**config.mk**
```make
export PLATFORM = sky130hd
export DESIGN_NAME = iwwdg_top
export DESIGN_NICKNAME = d
export VERILOG_FILES = /design/src/core/iwwdg_pkg.sv /design/src/core/iwwdg_top.sv
export VERILOG_INCLUDE_DIRS = /design/src /design/src/core
export SDC_FILE = /design/constraint.sdc
export NUM_CORES = 1
export LEC_CHECK = 0
export BUFFER_PORTS_ARGS = -buffer_cell sky130_fd_sc_hd__buf_2
export CORE_MARGIN = 2
export CORE_UTILIZATION = 63
export CTS_BUF_LIST = sky130_fd_sc_hd__clkbuf_2 sky130_fd_sc_hd__clkbuf_4 sky130_fd_sc_hd__clkbuf_8
export DETAILED_ROUTE_END_ITERATION = 16
export GPL_ROUTABILITY_DRIVEN = 0
export HOLD_SLACK_MARGIN = 0.1
export PLACE_DENSITY = 0.95
export SLEW_MARGIN = 25
export SYNTH_ARGS = -nofsm -noshare
export SYNTH_HDL_FRONTEND = slang
export SYNTH_SLANG_ARGS = --single-unit
export TNS_END_PERCENT = 10
```
**constraint.sdc**
```tcl
create_clock -name sys_clk -period 4.7 [get_ports sys_clk]
set_input_delay 0.705 -clock sys_clk [delete_from_list [all_inputs] [get_ports sys_clk]]
set_output_delay 0.705 -clock sys_clk [all_outputs]
set_load 0.02 [all_outputs]
```
**src/core/iwwdg_defs.svh**
```systemverilog
// Offsets, field layouts, reset values and timing counts of the independent watchdog
`ifndef IWWDG_DEFS_SVH
`define IWWDG_DEFS_SVH

// ----------------------------------------------------------------
// Register byte offsets
// ----------------------------------------------------------------
`define IWWDG_OFS_COMMAND   5'h00
`define IWWDG_OFS_PRESCALE  5'h04
`define IWWDG_OFS_RELOAD    5'h08
`define IWWDG_OFS_STATUS    5'h0C
`define IWWDG_OFS_WINDOW    5'h10

// ----------------------------------------------------------------
// Command codes and fields
// ----------------------------------------------------------------
`define IWWDG_CMD_UNLOCK    16'h5555
`define IWWDG_CMD_START     16'hCCCC
`define IWWDG_CMD_RELOAD    16'hAAAA
`define IWWDG_CMD_MSB       15
`define IWWDG_DIV_MSB       2
`define IWWDG_CNT_MSB       11

// ----------------------------------------------------------------
// Reset values and counter zero
// ----------------------------------------------------------------
`define IWWDG_RST_DIV       3'h0
`define IWWDG_RST_RELOAD    12'hFFF
`define IWWDG_RST_WINDOW    12'hFFF
`define IWWDG_CNT_ZERO      12'h000

// ----------------------------------------------------------------
// Timing
// ----------------------------------------------------------------
// Nominal oscillator rate, for reference only: the osc arrives as a level
`define IWWDG_OSC_KHZ       40
// Slow-oscillator edges needed to carry a config update across
`define IWWDG_SYNC_EDGES    2'h2
`define IWWDG_DIV_LAST_MAX  8'hFF

`endif

```
**src/core/iwwdg_pkg.sv**
```systemverilog
// Types shared by the independent watchdog
package iwwdg_pkg;

  typedef struct packed {
    logic        psel;
    logic        penable;
    logic        pwrite;
    logic [4:0]  paddr;
    logic [31:0] pwdata;
    logic [3:0]  pstrb;
  } iwwdg_apb_req_t;

  typedef struct packed {
    logic [31:0] prdata;
    logic        pready;
    logic        pslverr;
  } iwwdg_apb_rsp_t;

  typedef enum logic [2:0] {
    IWWDG_ST_IDLE  = 3'b001,
    IWWDG_ST_RUN   = 3'b010,
    IWWDG_ST_FIRE  = 3'b100
  } iwwdg_state_t;

endpackage : iwwdg_pkg

```
**src/core/iwwdg_top.sv**
```systemverilog
// Independent window watchdog with APB register access
//
// Our own choice: the APB register port.
`timescale 1ns/1ps
`include "iwwdg_defs.svh"


module iwwdg_top
  import iwwdg_pkg::*;
(
  // Clock, reset, enable
  input  wire logic           sys_clk,
  input  wire logic           rstn,
  input  wire logic           clk_en,
  // APB slave
  input  wire iwwdg_apb_req_t apb_req,
  output iwwdg_apb_rsp_t      apb_rsp,
  // Slow oscillator and option strap
  input  wire logic           slow_internal_osc,
  input  wire logic           hw_autostart_opt,
  // Debug control
  input  wire logic           debug_halt,
  input  wire logic           debug_freeze_bit,
  // System reset request
  output logic                wdg_reset_pulse
);

  // ----------------------------------------------------------------
  // APB decode
  // ----------------------------------------------------------------
  logic        setup_phase, access_phase, wr_take;
  logic        addr_hit, size_ok, lo_half;
  logic [15:0] cmd_code;

  assign setup_phase  = apb_req.psel & ~apb_req.penable;
  assign access_phase = apb_req.psel & apb_req.penable & clk_en;
  assign addr_hit     = (apb_req.paddr[1:0] == 2'b00) &
                        (apb_req.paddr <= `IWWDG_OFS_WINDOW);
  assign size_ok      = ~apb_req.pwrite | (apb_req.pstrb == 4'hF) |
                        (apb_req.pstrb == 4'h3) | (apb_req.pstrb == 4'hC);
  assign lo_half      = apb_req.pstrb[1] & apb_req.pstrb[0];
  assign wr_take      = access_phase & apb_req.pwrite & addr_hit & size_ok & lo_half;
  // command lives in the low half-word
  assign cmd_code     = apb_req.pwdata[`IWWDG_CMD_MSB:0];

  // ----------------------------------------------------------------
  // Bus-side registers
  // ----------------------------------------------------------------
  logic [2:0]  div_sel_reg,  div_sel_next;
  logic [11:0] reload_reg,   reload_next;
  logic [11:0] window_reg,   window_next;
  logic        unlocked_reg, unlocked_next;
  logic        start_reg,    start_next;
  logic        strap_done_reg, strap_done_next;
  logic [2:0]  post_req, pend_vec, apply_vec;
  logic [31:0] prdata_reg,   prdata_next;
  logic        cmd_reload;
  logic        wr_cmd;
  assign wr_cmd     = wr_take & (apb_req.paddr == `IWWDG_OFS_COMMAND);
  assign cmd_reload = wr_cmd & (cmd_code == `IWWDG_CMD_RELOAD);

  always_comb
  begin
    div_sel_next    = div_sel_reg;
    reload_next     = reload_reg;
    window_next     = window_reg;
    unlocked_next   = unlocked_reg;
    start_next      = start_reg;
    strap_done_next = 1'b1;
    post_req        = 3'b000;
    prdata_next     = prdata_reg;
    // option strap caught once after reset release
    if (!strap_done_reg && hw_autostart_opt)
      start_next = 1'b1;
    if (wr_cmd)
    begin
      unlocked_next = (cmd_code == `IWWDG_CMD_UNLOCK);
      if (cmd_code == `IWWDG_CMD_START)
        start_next = 1'b1;
    end
    if (wr_take && unlocked_reg)
    begin
      case (apb_req.paddr)
        `IWWDG_OFS_PRESCALE:
        begin
          div_sel_next = apb_req.pwdata[`IWWDG_DIV_MSB:0];
          post_req[0]  = 1'b1;
        end
        `IWWDG_OFS_RELOAD:
        begin
          reload_next = apb_req.pwdata[`IWWDG_CNT_MSB:0];
          post_req[1] = 1'b1;
        end
        `IWWDG_OFS_WINDOW:
        begin
          window_next = apb_req.pwdata[`IWWDG_CNT_MSB:0];
          post_req[2] = 1'b1;
        end
        default: post_req = 3'b000;
      endcase
    end
    if (setup_phase)
    begin
      prdata_next = 32'h0000_0000;
      case (apb_req.paddr)
        `IWWDG_OFS_PRESCALE: prdata_next[2:0]  = div_sel_reg;
        `IWWDG_OFS_RELOAD:   prdata_next[11:0] = reload_reg;
        `IWWDG_OFS_WINDOW:   prdata_next[11:0] = window_reg;
        `IWWDG_OFS_STATUS:   prdata_next[2:0]  = pend_vec;
        default:             prdata_next       = 32'h0000_0000;
      endcase
    end
  end

  always_ff @(posedge sys_clk)
  begin
    if (!rstn)
    begin
      div_sel_reg    <= `IWWDG_RST_DIV;
      reload_reg     <= `IWWDG_RST_RELOAD;
      window_reg     <= `IWWDG_RST_WINDOW;
      unlocked_reg   <= 1'b0;
      start_reg      <= 1'b0;
      strap_done_reg <= 1'b0;
      prdata_reg     <= 32'h0000_0000;
    end
    else if (clk_en)
    begin
      div_sel_reg    <= div_sel_next;
      reload_reg     <= reload_next;
      window_reg     <= window_next;
      unlocked_reg   <= unlocked_next;
      start_reg      <= start_next;
      strap_done_reg <= strap_done_next;
      prdata_reg     <= prdata_next;
    end
  end

  // Zero wait states; read data was captured in the setup cycle
  assign apb_rsp = '{prdata:  prdata_reg,
                     pready:  access_phase,
                     pslverr: access_phase & ~(addr_hit & size_ok)};

  // ----------------------------------------------------------------
  // Slow oscillator edge
  // ----------------------------------------------------------------
  logic osc_q_reg, osc_edge, halt_freeze;

  // osc is its own time base; only its rising edges advance state
  assign osc_edge = slow_internal_osc & ~osc_q_reg;
  // freeze only when halted and the freeze bit is set
  assign halt_freeze = debug_halt & debug_freeze_bit;

  // ----------------------------------------------------------------
  // Update carry into the osc domain, one channel each for prescale, reload and window
  // ----------------------------------------------------------------
  generate
    for (genvar gi = 0; gi < 3; gi++)
    begin : g_pend
      logic       pend_reg, pend_next;
      logic [1:0] cnt_reg,  cnt_next;
      logic       apply;
      always_comb
      begin
        pend_next = pend_reg;
        cnt_next  = cnt_reg;
        apply     = 1'b0;
        // pending until enough osc edges have passed
        if (post_req[gi])
        begin
          pend_next = 1'b1;
          cnt_next  = 2'h0;
        end
        else if (pend_reg && osc_edge)
        begin
          if (cnt_reg == `IWWDG_SYNC_EDGES - 2'h1)
          begin
            pend_next = 1'b0;
            apply     = 1'b1;
          end
          else
            cnt_next = cnt_reg + 2'h1;
        end
      end

      always_ff @(posedge sys_clk)
      begin
        if (!rstn)
        begin
          pend_reg <= 1'b0;
          cnt_reg  <= 2'h0;
        end
        else if (clk_en)
        begin
          pend_reg <= pend_next;
          cnt_reg  <= cnt_next;
        end
      end
      assign pend_vec[gi]  = pend_reg;
      assign apply_vec[gi] = apply;
    end
  endgenerate

  // ----------------------------------------------------------------
  // Osc-domain working copies and counter
  // ----------------------------------------------------------------
  iwwdg_state_t state_reg, state_next;
  logic [2:0]  div_act_reg, div_act_next;
  logic [11:0] rld_act_reg, rld_act_next;
  logic [11:0] wnd_act_reg, wnd_act_next;
  logic [7:0]  pre_reg,     pre_next;
  logic [11:0] cnt_reg,     cnt_next;
  logic [7:0]  pre_last;
  logic        reload_now, fire;
  // divide ratio from the selection code
  always_comb
  begin
    case (div_act_reg)
      3'h0:    pre_last = 8'h03;
      3'h1:    pre_last = 8'h07;
      3'h2:    pre_last = 8'h0F;
      3'h3:    pre_last = 8'h1F;
      3'h4:    pre_last = 8'h3F;
      3'h5:    pre_last = 8'h7F;
      default: pre_last = `IWWDG_DIV_LAST_MAX;
    endcase
  end
  always_comb
  begin
    state_next   = state_reg;
    div_act_next = apply_vec[0] ? div_sel_reg : div_act_reg;
    rld_act_next = apply_vec[1] ? reload_reg  : rld_act_reg;
    wnd_act_next = apply_vec[2] ? window_reg  : wnd_act_reg;
    pre_next     = pre_reg;
    cnt_next     = cnt_reg;
    fire         = 1'b0;
    // reload command, window change also reloads
    reload_now   = cmd_reload | apply_vec[2];
    case (state_reg)
      IWWDG_ST_IDLE:
      begin
        if (reload_now)
          cnt_next = rld_act_reg;
        if (start_reg)
          state_next = IWWDG_ST_RUN;
      end
      IWWDG_ST_RUN:
      begin
        // refresh above the window is a fault
        if (cmd_reload && (cnt_reg > wnd_act_reg))
          fire = 1'b1;
        else if (reload_now)
        begin
          cnt_next = rld_act_reg;
          pre_next = 8'h00;
        end
        // prescaler then counter, one step per tick
        else if (osc_edge && !halt_freeze)
        begin
          if (pre_reg >= pre_last)
          begin
            pre_next = 8'h00;
            if (cnt_reg == `IWWDG_CNT_ZERO)
              fire = 1'b1;
            else
              cnt_next = cnt_reg - 12'h001;
          end
          else
            pre_next = pre_reg + 8'h01;
        end
        if (fire)
        begin
          state_next = IWWDG_ST_FIRE;
          cnt_next   = rld_act_reg;
          pre_next   = 8'h00;
        end
      end
      // Reset controller is expected to reset us; resume if it does not
      IWWDG_ST_FIRE: state_next = IWWDG_ST_RUN;
      default:       state_next = IWWDG_ST_IDLE;
    endcase
  end

  always_ff @(posedge sys_clk)
  begin
    if (!rstn)
    begin
      state_reg   <= IWWDG_ST_IDLE;
      div_act_reg <= `IWWDG_RST_DIV;
      rld_act_reg <= `IWWDG_RST_RELOAD;
      wnd_act_reg <= `IWWDG_RST_WINDOW;
      pre_reg     <= 8'h00;
      cnt_reg     <= `IWWDG_RST_RELOAD;
      // Track the osc level through reset so release shows no false edge
      osc_q_reg   <= slow_internal_osc;
    end
    else if (clk_en)
    begin
      state_reg   <= state_next;
      div_act_reg <= div_act_next;
      rld_act_reg <= rld_act_next;
      wnd_act_reg <= wnd_act_next;
      pre_reg     <= pre_next;
      cnt_reg     <= cnt_next;
      osc_q_reg   <= slow_internal_osc;
    end
  end

  assign wdg_reset_pulse = (state_reg == IWWDG_ST_FIRE);

endmodule : iwwdg_top

```
## After elaboration in Yosys (flattened, before gate mapping)

Index checks and enable logic that the tools add are counted.

- Output and inout bits: 35
- Bits of input ports: 51
- Register bits after elaboration: 102

- Equal/unequal tests: 33
- Reductions and logical operators: 38
- Add/subtract/negate cells: 5
- $lt $le $gt $ge: 3
- Muxes and demuxes: 61
- Bitwise operators: 23

Operators by type and width:

| operator | number |
|---|---|
| $mux W12 | 7 |
| $pmux W8 S6 | 1 |
| $mux W8 | 5 |
| $eq A16 B16 Y1 const B | 2 |
| $mux W1 | 32 |
| $reduce_and A3 Y1 | 10 |
| $pmux W12 S2 | 1 |
| $mux W2 | 9 |
| $pmux W9 S2 | 1 |
| $eq A16 B15 Y1 const B | 1 |
| $and A1 B1 Y1 | 15 |
| $reduce_bool A2 Y1 | 7 |
| $gt A12 B12 Y1 | 1 |
| $logic_not A12 Y1 | 1 |
| $ne A2 B2 Y1 const B | 6 |
| $ne A4 B4 Y1 const B | 3 |
| $pmux W3 S4 | 1 |
| $sub A12 B1 Y12 const B | 1 |
| $eq A5 B4 Y1 const B | 2 |
| $reduce_and A2 Y1 | 5 |
| $eq A3 B2 Y1 const B | 3 |
| $eq A3 B3 Y1 const B | 3 |
| $mux W3 | 3 |
| $pmux W3 S3 | 1 |
| 22 further kinds | 42 |

## Logic depth before layout (Yosys ltp)

Gate-level depths: netlist (run 1).

- Word-level depth: 15
- Mapped depth: 10
- Depth with buffers taken out: 9

## Worst setup path after synthesis (run 1)

OpenSTA, ideal clock, no wires.

- Kind: input -> register
- From: input apb_req[39] in the netlist's numbering
- To: register cnt_reg[3]
- Path buffers: 3
- Cell stages on the path: 10
- Setup slack: 2.182 ns
- Data required time: 4.561 ns
- Arrival: 2.379 ns
- Setup time: 0.139 ns
- Cell sequence: buf_4 > nor2_2 > and3_1 > and3_1 > buf_6 > o21ai_4 > nor4_4 > buf_6 > mux2i_1 > a32oi_2

- Longest elaborated chain between the ends: 14

RTL lines:

| item | RTL line | text |
|---|---|---|
| start, declared | iwwdg_top.sv:16 | `input wire iwwdg_apb_req_t apb_req,` |
| $le A5 B5 Y1 (no line) | -- |  |
| $and A1 B1 Y1 | iwwdg_top.sv:37 | `assign addr_hit = (apb_req.paddr[1:0] == 2'b00) &` |
| $and A1 B1 Y1 (3 in a row) | iwwdg_top.sv:42 | `assign wr_take = access_phase & apb_req.pwrite & addr_hit & size_ok & lo_half;` |
| $logic_and A1 B1 Y1 | iwwdg_top.sv:81 | `if (wr_take && unlocked_reg)` |
| $mux W3 | iwwdg_top.sv:81 |  |
| $mux W1 | iwwdg_top.sv:169 | `if (post_req[gi])` |
| $or A1 B1 Y1 | iwwdg_top.sv:238 | `reload_now = cmd_reload \| apply_vec[2];` |
| $mux W1 | iwwdg_top.sv:252 | `else if (reload_now)` |
| $mux W1 | iwwdg_top.sv:250 | `if (cmd_reload && (cnt_reg > wnd_act_reg))` |
| $mux W1 | iwwdg_top.sv:239 | `case (state_reg)` |
| $ne A4 B4 Y1 (no line) (tied with other cells) | -- |  |
| $reduce_and A7 Y1 (no line) or $pmux W12 S2 (tied branches) | -- |  |
| end signal, assigned | iwwdg_top.sv:293 | `` cnt_reg <= `IWWDG_RST_RELOAD; `` |
| end signal, assigned | iwwdg_top.sv:304 | `cnt_reg <= cnt_next;` |
| end, declared | iwwdg_top.sv:212 | `logic [11:0] cnt_reg, cnt_next;` |

Parallel ways exist; a longest one is shown, timed or not. The select of a mux whose other input is x is not followed.
A chain may end at the register's enable or synchronous reset.

## Worst setup path in the final report (run 1)

- From: input apb_req[39] in the netlist's numbering
- To: register cnt_reg[5]

The elaborated chain is that of the path after synthesis.

==> results of run 1 <==
-- layout make-up --
class	instances	area, µm²	area share, %
Multi-Input combinational cell	478	2980	51.7
Sequential cell	102	2050	35.5
Tap cell	105	131	2.28
Clock buffer	10	138	2.38
Clock inverter	6	65.1	1.13
Inverter	32	120	2.08
Timing Repair Buffer	54	283	4.90
-- layout by cell type (no fill, tap or decap), types with 3 or more instances in the layout --
cell type    n
nand2_1    131
dfxtp_1    101
nand3_1     50
buf_2       49
nor2_1      35
inv_1       32
ha_1        23
mux2i_1     20
a21oi_1     20
conb_1      20
o21ai_0     17
o211ai_1    14
nand4_1     11
and2_1      11
nor2b_1     10
clkbuf_8    10
a22oi_1      9
o211a_1      9
a32oi_2      7
nor3_1       6
xnor2_1      5
nand2b_1     5
buf_4        5
o31ai_1      4
a211oi_1     4
and4_1       4
nor3b_1      4
a221oi_1     3
o22ai_1      3
or4_1        3
xor2_1       3
nor4bb_1     3
and3_1       3
-- cell usage after synthesis (4+ instances only) --
cell type	count	area share, %
a21oi_1	20	1.9
nand3_1	50	4.6
and2_1	11	1.3
nor2_1	35	2.4
nand2_1	131	9.1
a22oi_1	9	1.3
o31ai_1	4	0.56
and4_1	4	0.65
xnor2_1	5	0.81
buf_4	24	3.3
o211ai_1	14	2.0
a32oi_2	7	2.1
nand2b_1	5	0.58
nand4_1	11	1.3
nor2b_1	10	1.2
nor3b_1	4	0.56
ha_1	23	5.3
inv_1	32	2.2
o21ai_0	17	1.6
a211oi_1	4	0.56
mux2i_1	20	3.7
clkbuf_1	24	1.7
nor3_1	6	0.56
dfxtp_1	101	38
o211a_1	9	1.7
-- worst max path at each step --
stage           startpoint                       to  slack, ps
2_1_floorplan  apb_req[39]  cnt_reg[3]$_SDFFE_PN1P_       2180
3_3_place_gp   apb_req[39]  cnt_reg[4]$_SDFFE_PN1P_       1260
3_5_place_dp   apb_req[39]  cnt_reg[5]$_SDFFE_PN1P_       1160
4_1_cts        apb_req[39]  cnt_reg[5]$_SDFFE_PN1P_       1550
5_1_grt        apb_req[39]  cnt_reg[5]$_SDFFE_PN1P_       1370
6_report       apb_req[39]  cnt_reg[5]$_SDFFE_PN1P_       1460
-- through the flow --
| step | hold slack (ps) | total power, µW | setup WS [ps] | util [%] |
|---|---|---|---|---|
| global placement | 448 | 991 | 1260 | 67.5 |
| finish | 485 | 1550 | 1460 | 69.9 |
| global route | 508 | 1590 | 1370 | 69.9 |
| floorplan | 440 | 972 | 2180 | - |
| detailed placement | 464 | 996 | 1160 | 67.5 |
| CTS | 486 | 1530 | 1550 | 69.9 |
-- where the power goes --
part	switching, µW	internal (µW)
Combinational	71.3	31.7
Clock	343	223
Sequential	4.23	872
Total	419	1130
-- cell families (layout without fill, tap and decap cells) --
kind of cell,after synthesis,count (layout),share of synthesized area [%]
AO/OA/AOI/OAI,111,111,16.4
XOR/XNOR,8,8,1.30
adder cells (fa/ha/maj),23,23,5.34
buffers and inverters,84,102,7.81
flip-flops,102,102,38.1
multiplexers,20,20,3.72
other,1,20,0.0696
AND/OR/NAND/NOR,296,296,27.2
-- per-layer routing --
metal | wire length [µm] | up-vias
met1 | 5530 | 2327
met4 | 571 | 0
met5 | 0 | -
met3 | 1020 | 57
li1 | - | 2295
met2 | 6410 | 288
==> results.py, run 1 <==
metrics = {
    "grt": {
        "track_usage_pct": 30.3,
        "antenna_found_initial": 0,
        "grt_use_met1_pct": 37.5,
        "grt_use_met2_pct": 49.5,
        "grt_pass1_vias": 4765,
        "grt_max_degree": 53,
        "grt_pass1_wl_um": 22100,
        "use_met3_pct": 5.51,
        "grt.busiest_layer": "met2",
        "overflow": 0,
    },
    "worst_setup_path": {
        "r2r-start": "div_act_reg[2]$_SDFFE_PN0P_",
        "cp_num_buf_inv": 2,
        "required_ps": 4930,
        "reg2reg_slack_ps": 1860,
        "r2r_end": "cnt_reg[5]$_SDFFE_PN1P_",
        "crit_chain": "buf_2, nor2_2, and3_1, and3_1, o21ai_4, nor4_4, buf_4, mux2i_1, a32oi_2",
        "crit_fanout": 16,
        "crit_family": "simple AND/OR/NAND/NOR gates",
        "crit_type": "input pin to flop",
        "worstPathArrival_ps": 3470,
        "worst_path_max_delay_cell": "and3_1",
        "end_kind": "flop",
        "start_kind": "input pin",
        "cp_common_cell": "and3_1",
        "slowest_delay_ps": 770,
        "r2r_cells": 9,
        "critical_path_depth": 9,
    },
    "clocking": {
        "numCtsBuffers": 9,
        "cts_setup_buffers": 0,
        "hold_buffers": 0,
        "insertion_delay_ps": 380,
        "cts_tree": "done",
        "cts_num_sinks": 102,
        "htree_levels": 3,
        "clockBufferDepth": 2,
        "cts_resized": 0,
        "cts_root_buf": "clkbuf_8",
        "path_clk_slew_ps": 110,
    },
    "floorplanning": {
        "die_h_um": 96.5,
        "rows": 33,
        "start_util_pct": 65.2,
        "fp.coreArea_um2": 8260,
        "die_area_um2": 9300,
        "die_x_um": 96.5,
        "pin_count": 86,
    },
    "worst_hold_path": {
        "hold_path.class": "flop to flop",
        "holdPathStages": 1,
        "hold_end": "strap_done_reg$_SDFFE_PN0P_",
        "hold_path.startpoint": "strap_done_reg$_SDFFE_PN0P_",
    },
    "place": {
        "hpwl_um": 9550,
        "port-buffer-count": 49,
        "placedCellCount": 771,
        "dpl-instance-area_um2": 5570,
    },
    "synth": {
        "netlist_instances": 645,
        "syn_avg_cell_area_um2": 8.35,
        "synth_edf_count": 1,
        "seq_area_frac_synth_pct": 38.1,
        "synth_cell_type_count": 67,
        "async_flop_share_pct": 0,
        "synth_area_um2": 5390,
        "synth-seq-cells": 102,
        "yosys_warnings": 0,
        "synth_ff_type": "dfxtp_1",
    },
    "timing": {
        "skew_ps": 18.5,
        "fin_crit_ps": 3240,
        "relSlewSlack_pct": 41.2,
        "slew_violations": 0,
        "tns_ps": 0,
        "tightestPinTransition_ps": 882,
        "finalHoldViolCount": 0,
        "fmax_mhz": 309,
        "period_share_pct": 69.0,
        "grt_setup_unrepaired": "false",
        "setup_viol": 0,
    },
    "drt": {
        "drtIter0Drc": 390,
        "routed_via_density": 6.31,
        "drc_errors": 0,
        "postRouteWirelength_um": 13500,
        "wl_per_cell_um": 17.2,
        "vias": 4967,
        "drt_first_pass_iters": 5,
        "antenna_left": 0,
    },
    "finish": {
        "nFillCells": 587,
        "finalNetCount": 751,
        "area_growth_syn_to_layout_pct": 7.20,
        "antennaDiodeCount": 0,
        "fin_cells": 787,
        "drive_gt1_share_pct": 13.2,
        "final_area_um2": 5770,
    },
    "power": {
        "peakVddDrop_v": 0.000156,
        "p_per_area_nw_per_um2": 268,
        "p_leak_uw": 0.00260,
    },
    "outcome": {
        "outcome": "complete, no violations",
    },
    "flow_run": {
        "drv_cap": 0,
    },
}
No activity file was read; power rests on OpenSTA's default activity.
==> run 2, diff against run 1 <==
- CORE_UTILIZATION: 63 -> 59
- clock period: 4.7 -> 3 ns (I/O delays scaled with it)
==> results.py, run 2 (synthesized netlist as in run 1, its figures left out) <==
metrics = {
    "outcome": {
        "outcome": "complete, no violations",
    },
    "clocking": {
        "cts_setup_buffers": 0,
        "cts_num_sinks": 102,
        "insertion_delay_ps": 370,
        "cts_resized": 0,
        "cts_tree": "done",
        "path_clk_slew_ps": 110,
        "hold_buffers": 0,
        "htree_levels": 3,
        "cts_root_buf": "clkbuf_8",
        "clockBufferDepth": 2,
        "numCtsBuffers": 9,
    },
    "finish": {
        "layout_common_cells": "nand2_1 (131), dfxtp_1 (101), nand3_1 (50)",
        "nFillCells": 595,
        "drive_gt1_share_pct": 14.6,
        "regArea_um2": 2050,
        "finalNetCount": 762,
        "area_growth_syn_to_layout_pct": 9.27,
        "utilization_pct": 66.8,
        "final_common_cell": "nand2_1",
        "antennaDiodeCount": 0,
        "multi_input_area_um2": 2980,
    },
    "floorplanning": {
        "rows": 34,
        "fp.coreArea_um2": 8810,
        "pin_count": 86,
        "die_h_um": 99.5,
        "die_x_um": 99.5,
        "die_area_um2": 9910,
        "start_util_pct": 61.2,
    },
    "drt": {
        "antenna_left": 0,
        "wl_per_cell_um": 17.0,
        "drtIter0Drc": 479,
        "drc_errors": 0,
        "postRouteWirelength_um": 13600,
        "drt_first_pass_iters": 6,
        "routed_via_density": 6.27,
        "vias": 5022,
    },
    "timing": {
        "setup_viol": 0,
        "period_share_pct": 90.8,
        "slew_violations": 0,
        "skew_ps": 10.5,
        "fmax_mhz": 367,
        "fin_crit_ps": 2720,
        "finalHoldViolCount": 0,
        "relSlewSlack_pct": 40.3,
        "grt_setup_unrepaired": "false",
        "tightestPinTransition_ps": 885,
        "tns_ps": 0,
    },
    "worst_hold_path": {
        "hold_path.class": "input pin to flop",
        "hold_path.startpoint": "slow_internal_osc",
    },
    "grt": {
        "antenna_found_initial": 0,
        "track_usage_pct": 28.2,
        "overflow": 0,
        "grt_pass1_vias": 4823,
        "grt_max_degree": 70,
        "grt_pass1_wl_um": 22800,
    },
    "worst_setup_path": {
        "crit_fanout": 10,
        "crit_chain": "o21ai_0, ha_1, nand3_1, nand3_1, nor2_1, nor4_4, nand3b_1, o21ai_0, a32oi_2",
        "end_kind": "flop",
        "worst_path_max_delay_cell": "dfxtp_1",
        "crit_type": "flop to flop",
        "r2r-start": "div_act_reg[2]$_SDFFE_PN0P_",
        "required_ps": 3230,
        "crit_family": "simple AND/OR/NAND/NOR gates",
        "start_kind": "flop",
        "cp_num_buf_inv": 0,
        "cp-startpoint": "div_act_reg[2]$_SDFFE_PN0P_",
        "slowest_delay_ps": 460,
        "worstPathArrival_ps": 2960,
    },
    "place": {
        "port-buffer-count": 49,
        "hpwl_um": 9470,
    },
    "power": {
        "fin_total_pwr_uw": 2470,
        "p_per_area_nw_per_um2": 421,
        "p_leak_uw": 0.00266,
        "peakVddDrop_v": 0.000291,
    },
    "flow_run": {
        "drv_cap": 0,
    },
}
-- run 2: routing by layer --
layer,track usage (%),share of wire (%)
met1,34.2,39
met2,49.5,49
met3,3.87,7.9
met4,13.3,3.9
met5,0,0
-- run 2: path summary, 6_finish.rpt --
| path | to | slack (ps) | depth (start not counted) |
|---|---|---|---|
| setup / recovery | cnt_reg[6]$_SDFFE_PN1P_ | 280 | 9 |
| hold / removal | osc_q_reg$_DFFE_PP_ | 260 | 1 |
| setup reg to reg | cnt_reg[6]$_SDFFE_PN1P_ | 280 | 9 |
| hold reg to reg | strap_done_reg$_SDFFE_PN0P_ | 480 | 1 |
-- run 2: metrics by stage --
step           hold slack [ps]  instances  instance area (µm²)  worst slack [ps]
6_report                   258        801                 5880               276
5_1_grt                    253        801                 5880               109
4_1_cts                    256        801                 5880               338
3_5_place_dp               456        785                 5670               381
3_3_place_gp               449        785                 5670               495
2_1_floorplan              440        664                 5460               705
-- run 2: report_power, final --
group | total, µW | switching (µW) | internal, µW
sequential | 1370 | 6.52 | 1370
combinational | 165 | 112 | 53.7
clock | 938 | 531 | 406
-- run 2: layout make-up --
| class | instances | area share (%) |
|---|---|---|
| Sequential cell | 102 | 34.9 |
| Multi-Input combinational cell | 478 | 50.7 |
| Clock inverter | 7 | 1.55 |
| Tap cell | 108 | 2.30 |
| Inverter | 32 | 2.04 |
| Timing Repair Buffer | 65 | 6.42 |
| Clock buffer | 9 | 2.11 |
==> run 3, diff against run 2 <==
- ABC_AREA: default -> 1
==> results.py, run 3 <==
metrics = {
    "timing": {
        "relSlewSlack_pct": 46.3,
        "tightestPinTransition_ps": 803,
        "whs_ps": 260,
        "fmax_mhz": 363,
        "tns_ps": 0,
        "fin_crit_ps": 2760,
        "slew_violations": 0,
        "grt_setup_unrepaired": "false",
        "period_share_pct": 91.9,
        "finalHoldViolCount": 0,
        "skew_ps": 11.9,
        "setup_viol": 0,
    },
    "worst_setup_path": {
        "worst_path_max_delay_cell": "nor2_1",
        "start_kind": "flop",
        "slowest_delay_ps": 620,
        "worstPathArrival_ps": 3080,
        "cp_num_buf_inv": 0,
        "cp_common_cell": "nand2_1",
        "end_kind": "flop",
        "crit_chain": "nand2_1, ha_1, nand2_1, nor2_1, nand2_1, a21oi_1, nand3_1, nand4_4, nor2_1, nor2_1, nand2_1, nand3_1",
        "required_ps": 3320,
        "crit_type": "flop to flop",
        "crit_fanout": 12,
        "crit_family": "simple AND/OR/NAND/NOR gates",
    },
    "floorplanning": {
        "fp.coreArea_um2": 9150,
        "start_util_pct": 60.0,
        "die_area_um2": 10100,
        "die_x_um": 100,
        "rows": 35,
        "die_h_um": 100,
        "pin_count": 86,
    },
    "grt": {
        "antenna_found_initial": 0,
        "grt_pass1_wl_um": 21400,
        "grt_max_degree": 65,
        "track_usage_pct": 26.3,
        "overflow": 0,
        "grt_pass1_vias": 4745,
    },
    "clocking": {
        "insertion_delay_ps": 380,
        "hold_buffers": 0,
        "cts_resized": 0,
        "cts_root_buf": "clkbuf_8",
        "clockBufferDepth": 2,
        "cts_setup_buffers": 0,
        "path_clk_slew_ps": 110,
        "htree_levels": 3,
        "cts_tree": "done",
        "numCtsBuffers": 9,
        "cts_num_sinks": 102,
    },
    "drt": {
        "wl_per_cell_um": 14.0,
        "routed_via_density": 5.58,
        "postRouteWirelength_um": 13200,
        "antenna_left": 0,
        "drt_first_pass_iters": 7,
        "drc_errors": 0,
        "vias": 5229,
        "drtIter0Drc": 338,
    },
    "outcome": {
        "outcome": "complete, no violations",
    },
    "synth": {
        "synth_top_area_cell": "dfxtp_1",
        "ys_top_cells_by_count": "nand2_1 (160), inv_1 (113), dfxtp_1 (101), nor2_1 (78), o21ai_0 (56)",
        "async_flop_share_pct": 0,
        "synth_edf_count": 1,
        "netlist_instances": 779,
        "yosysMostFrequentCell": "nand2_1",
        "yosys_warnings": 0,
        "synth_area_um2": 5490,
        "synth_ff_type": "dfxtp_1",
        "syn_avg_cell_area_um2": 7.04,
        "seq_area_frac_synth_pct": 37.4,
        "synth.top_cell.area_share_pct": 36.8,
        "synth_area_leaders": "dfxtp_1 (37%), nand2_1 (11%), inv_1 (7.7%)",
        "synth-seq-cells": 102,
        "synth_cell_type_count": 41,
    },
    "power": {
        "p_per_area_nw_per_um2": 419,
        "peakVddDrop_v": 0.000383,
        "p_leak_uw": 0.00310,
    },
    "place": {
        "hpwl_um": 9330,
        "dpl-instance-area_um2": 5740,
        "placedCellCount": 921,
        "port-buffer-count": 49,
    },
    "finish": {
        "layout_common_cells": "nand2_1 (160), inv_1 (113), dfxtp_1 (101)",
        "antennaDiodeCount": 0,
        "drive_gt1_share_pct": 11.9,
        "fin_cells": 937,
        "final_area_um2": 5940,
        "area_growth_syn_to_layout_pct": 8.28,
        "final_common_cell": "nand2_1",
        "finalNetCount": 895,
        "nFillCells": 659,
    },
    "flow_run": {
        "drv_cap": 0,
    },
    "worst_hold_path": {
        "hold_path.class": "input pin to flop",
    },
}
[run 3: cell types whose count changed after synthesis, sizes merged, moves of 12 or more]
cell / previous run / this run
inv: 32 / 118
nor2: 36 / 83
o21ai: 21 / 57
nand2: 131 / 163
a21oi: 20 / 46
mux2i: 20 / 0
o211ai: 14 / 27
nor3: 8 / 20
[run 3: area by class of cell]
cell class / count / area, µm² / area share [%]
Multi-Input combinational cell: 531 / 2790 / 47.0
Clock inverter: 7 / 73.8 / 1.24
Clock buffer: 9 / 124 / 2.08
Inverter: 119 / 447 / 7.52
Sequential cell: 102 / 2050 / 34.5
Tap cell: 111 / 139 / 2.34
Timing Repair Buffer: 58 / 313 / 5.26
[run 3: final timing paths]
check | startpoint | end | slack (ps) | cells after the start
setup / recovery | div_act_reg[2]$_SDFFE_PN0P_ | cnt_reg[2]$_SDFFE_PN1P_ | 240 | 12
hold / removal | slow_internal_osc | osc_q_reg$_DFFE_PP_ | 260 | 1
setup reg to reg | div_act_reg[2]$_SDFFE_PN0P_ | cnt_reg[2]$_SDFFE_PN1P_ | 240 | 12
hold reg to reg | rld_act_reg[1]$_SDFFE_PN1P_ | rld_act_reg[1]$_SDFFE_PN1P_ | 470 | 2
[run 3: report_power, final]
group	switching (µW)	total, µW	internal (µW)	leakage (µW)
clock network	542	871	329	0.000101
logic	163	233	69.7	0.00217
registers	12.9	1390	1370	0.000828
total	718	2490	1770	0.00310
[run 3: cell families after synthesis]
| group | Yosys count | share of synthesized area, % |
|---|---|---|
| fa+ha+maj | 23 | 5.24 |
| xor+xnor | 12 | 1.92 |
| compound gates | 143 | 15.3 |
| simple gates | 333 | 27.1 |
| flops | 102 | 37.4 |
| buf+inv | 165 | 13.0 |
| other cells | 1 | 0.0683 |
[run 3: routing by layer]
metal,track usage (%),vias up,part of all wire [%]
li1,-,2580,-
met1,33.1,2347,42
met2,44.8,263,48
met3,3.90,39,7.4
met4,11.9,0,2.7
met5,0,-,0
[run 3: per-stage QoR]
| stage | power [µW] | utilization (%) | worst slack, ps |
|---|---|---|---|
| 6_report | 2490 | 64.9 | 242 |
| 5_1_grt | 2570 | 64.9 | 49.5 |
| 4_1_cts | 2480 | 64.9 | 255 |
| 3_5_place_dp | 1640 | 62.8 | 300 |
| 3_3_place_gp | 1640 | 62.8 | 417 |
| 2_1_floorplan | 1590 | - | 909 |
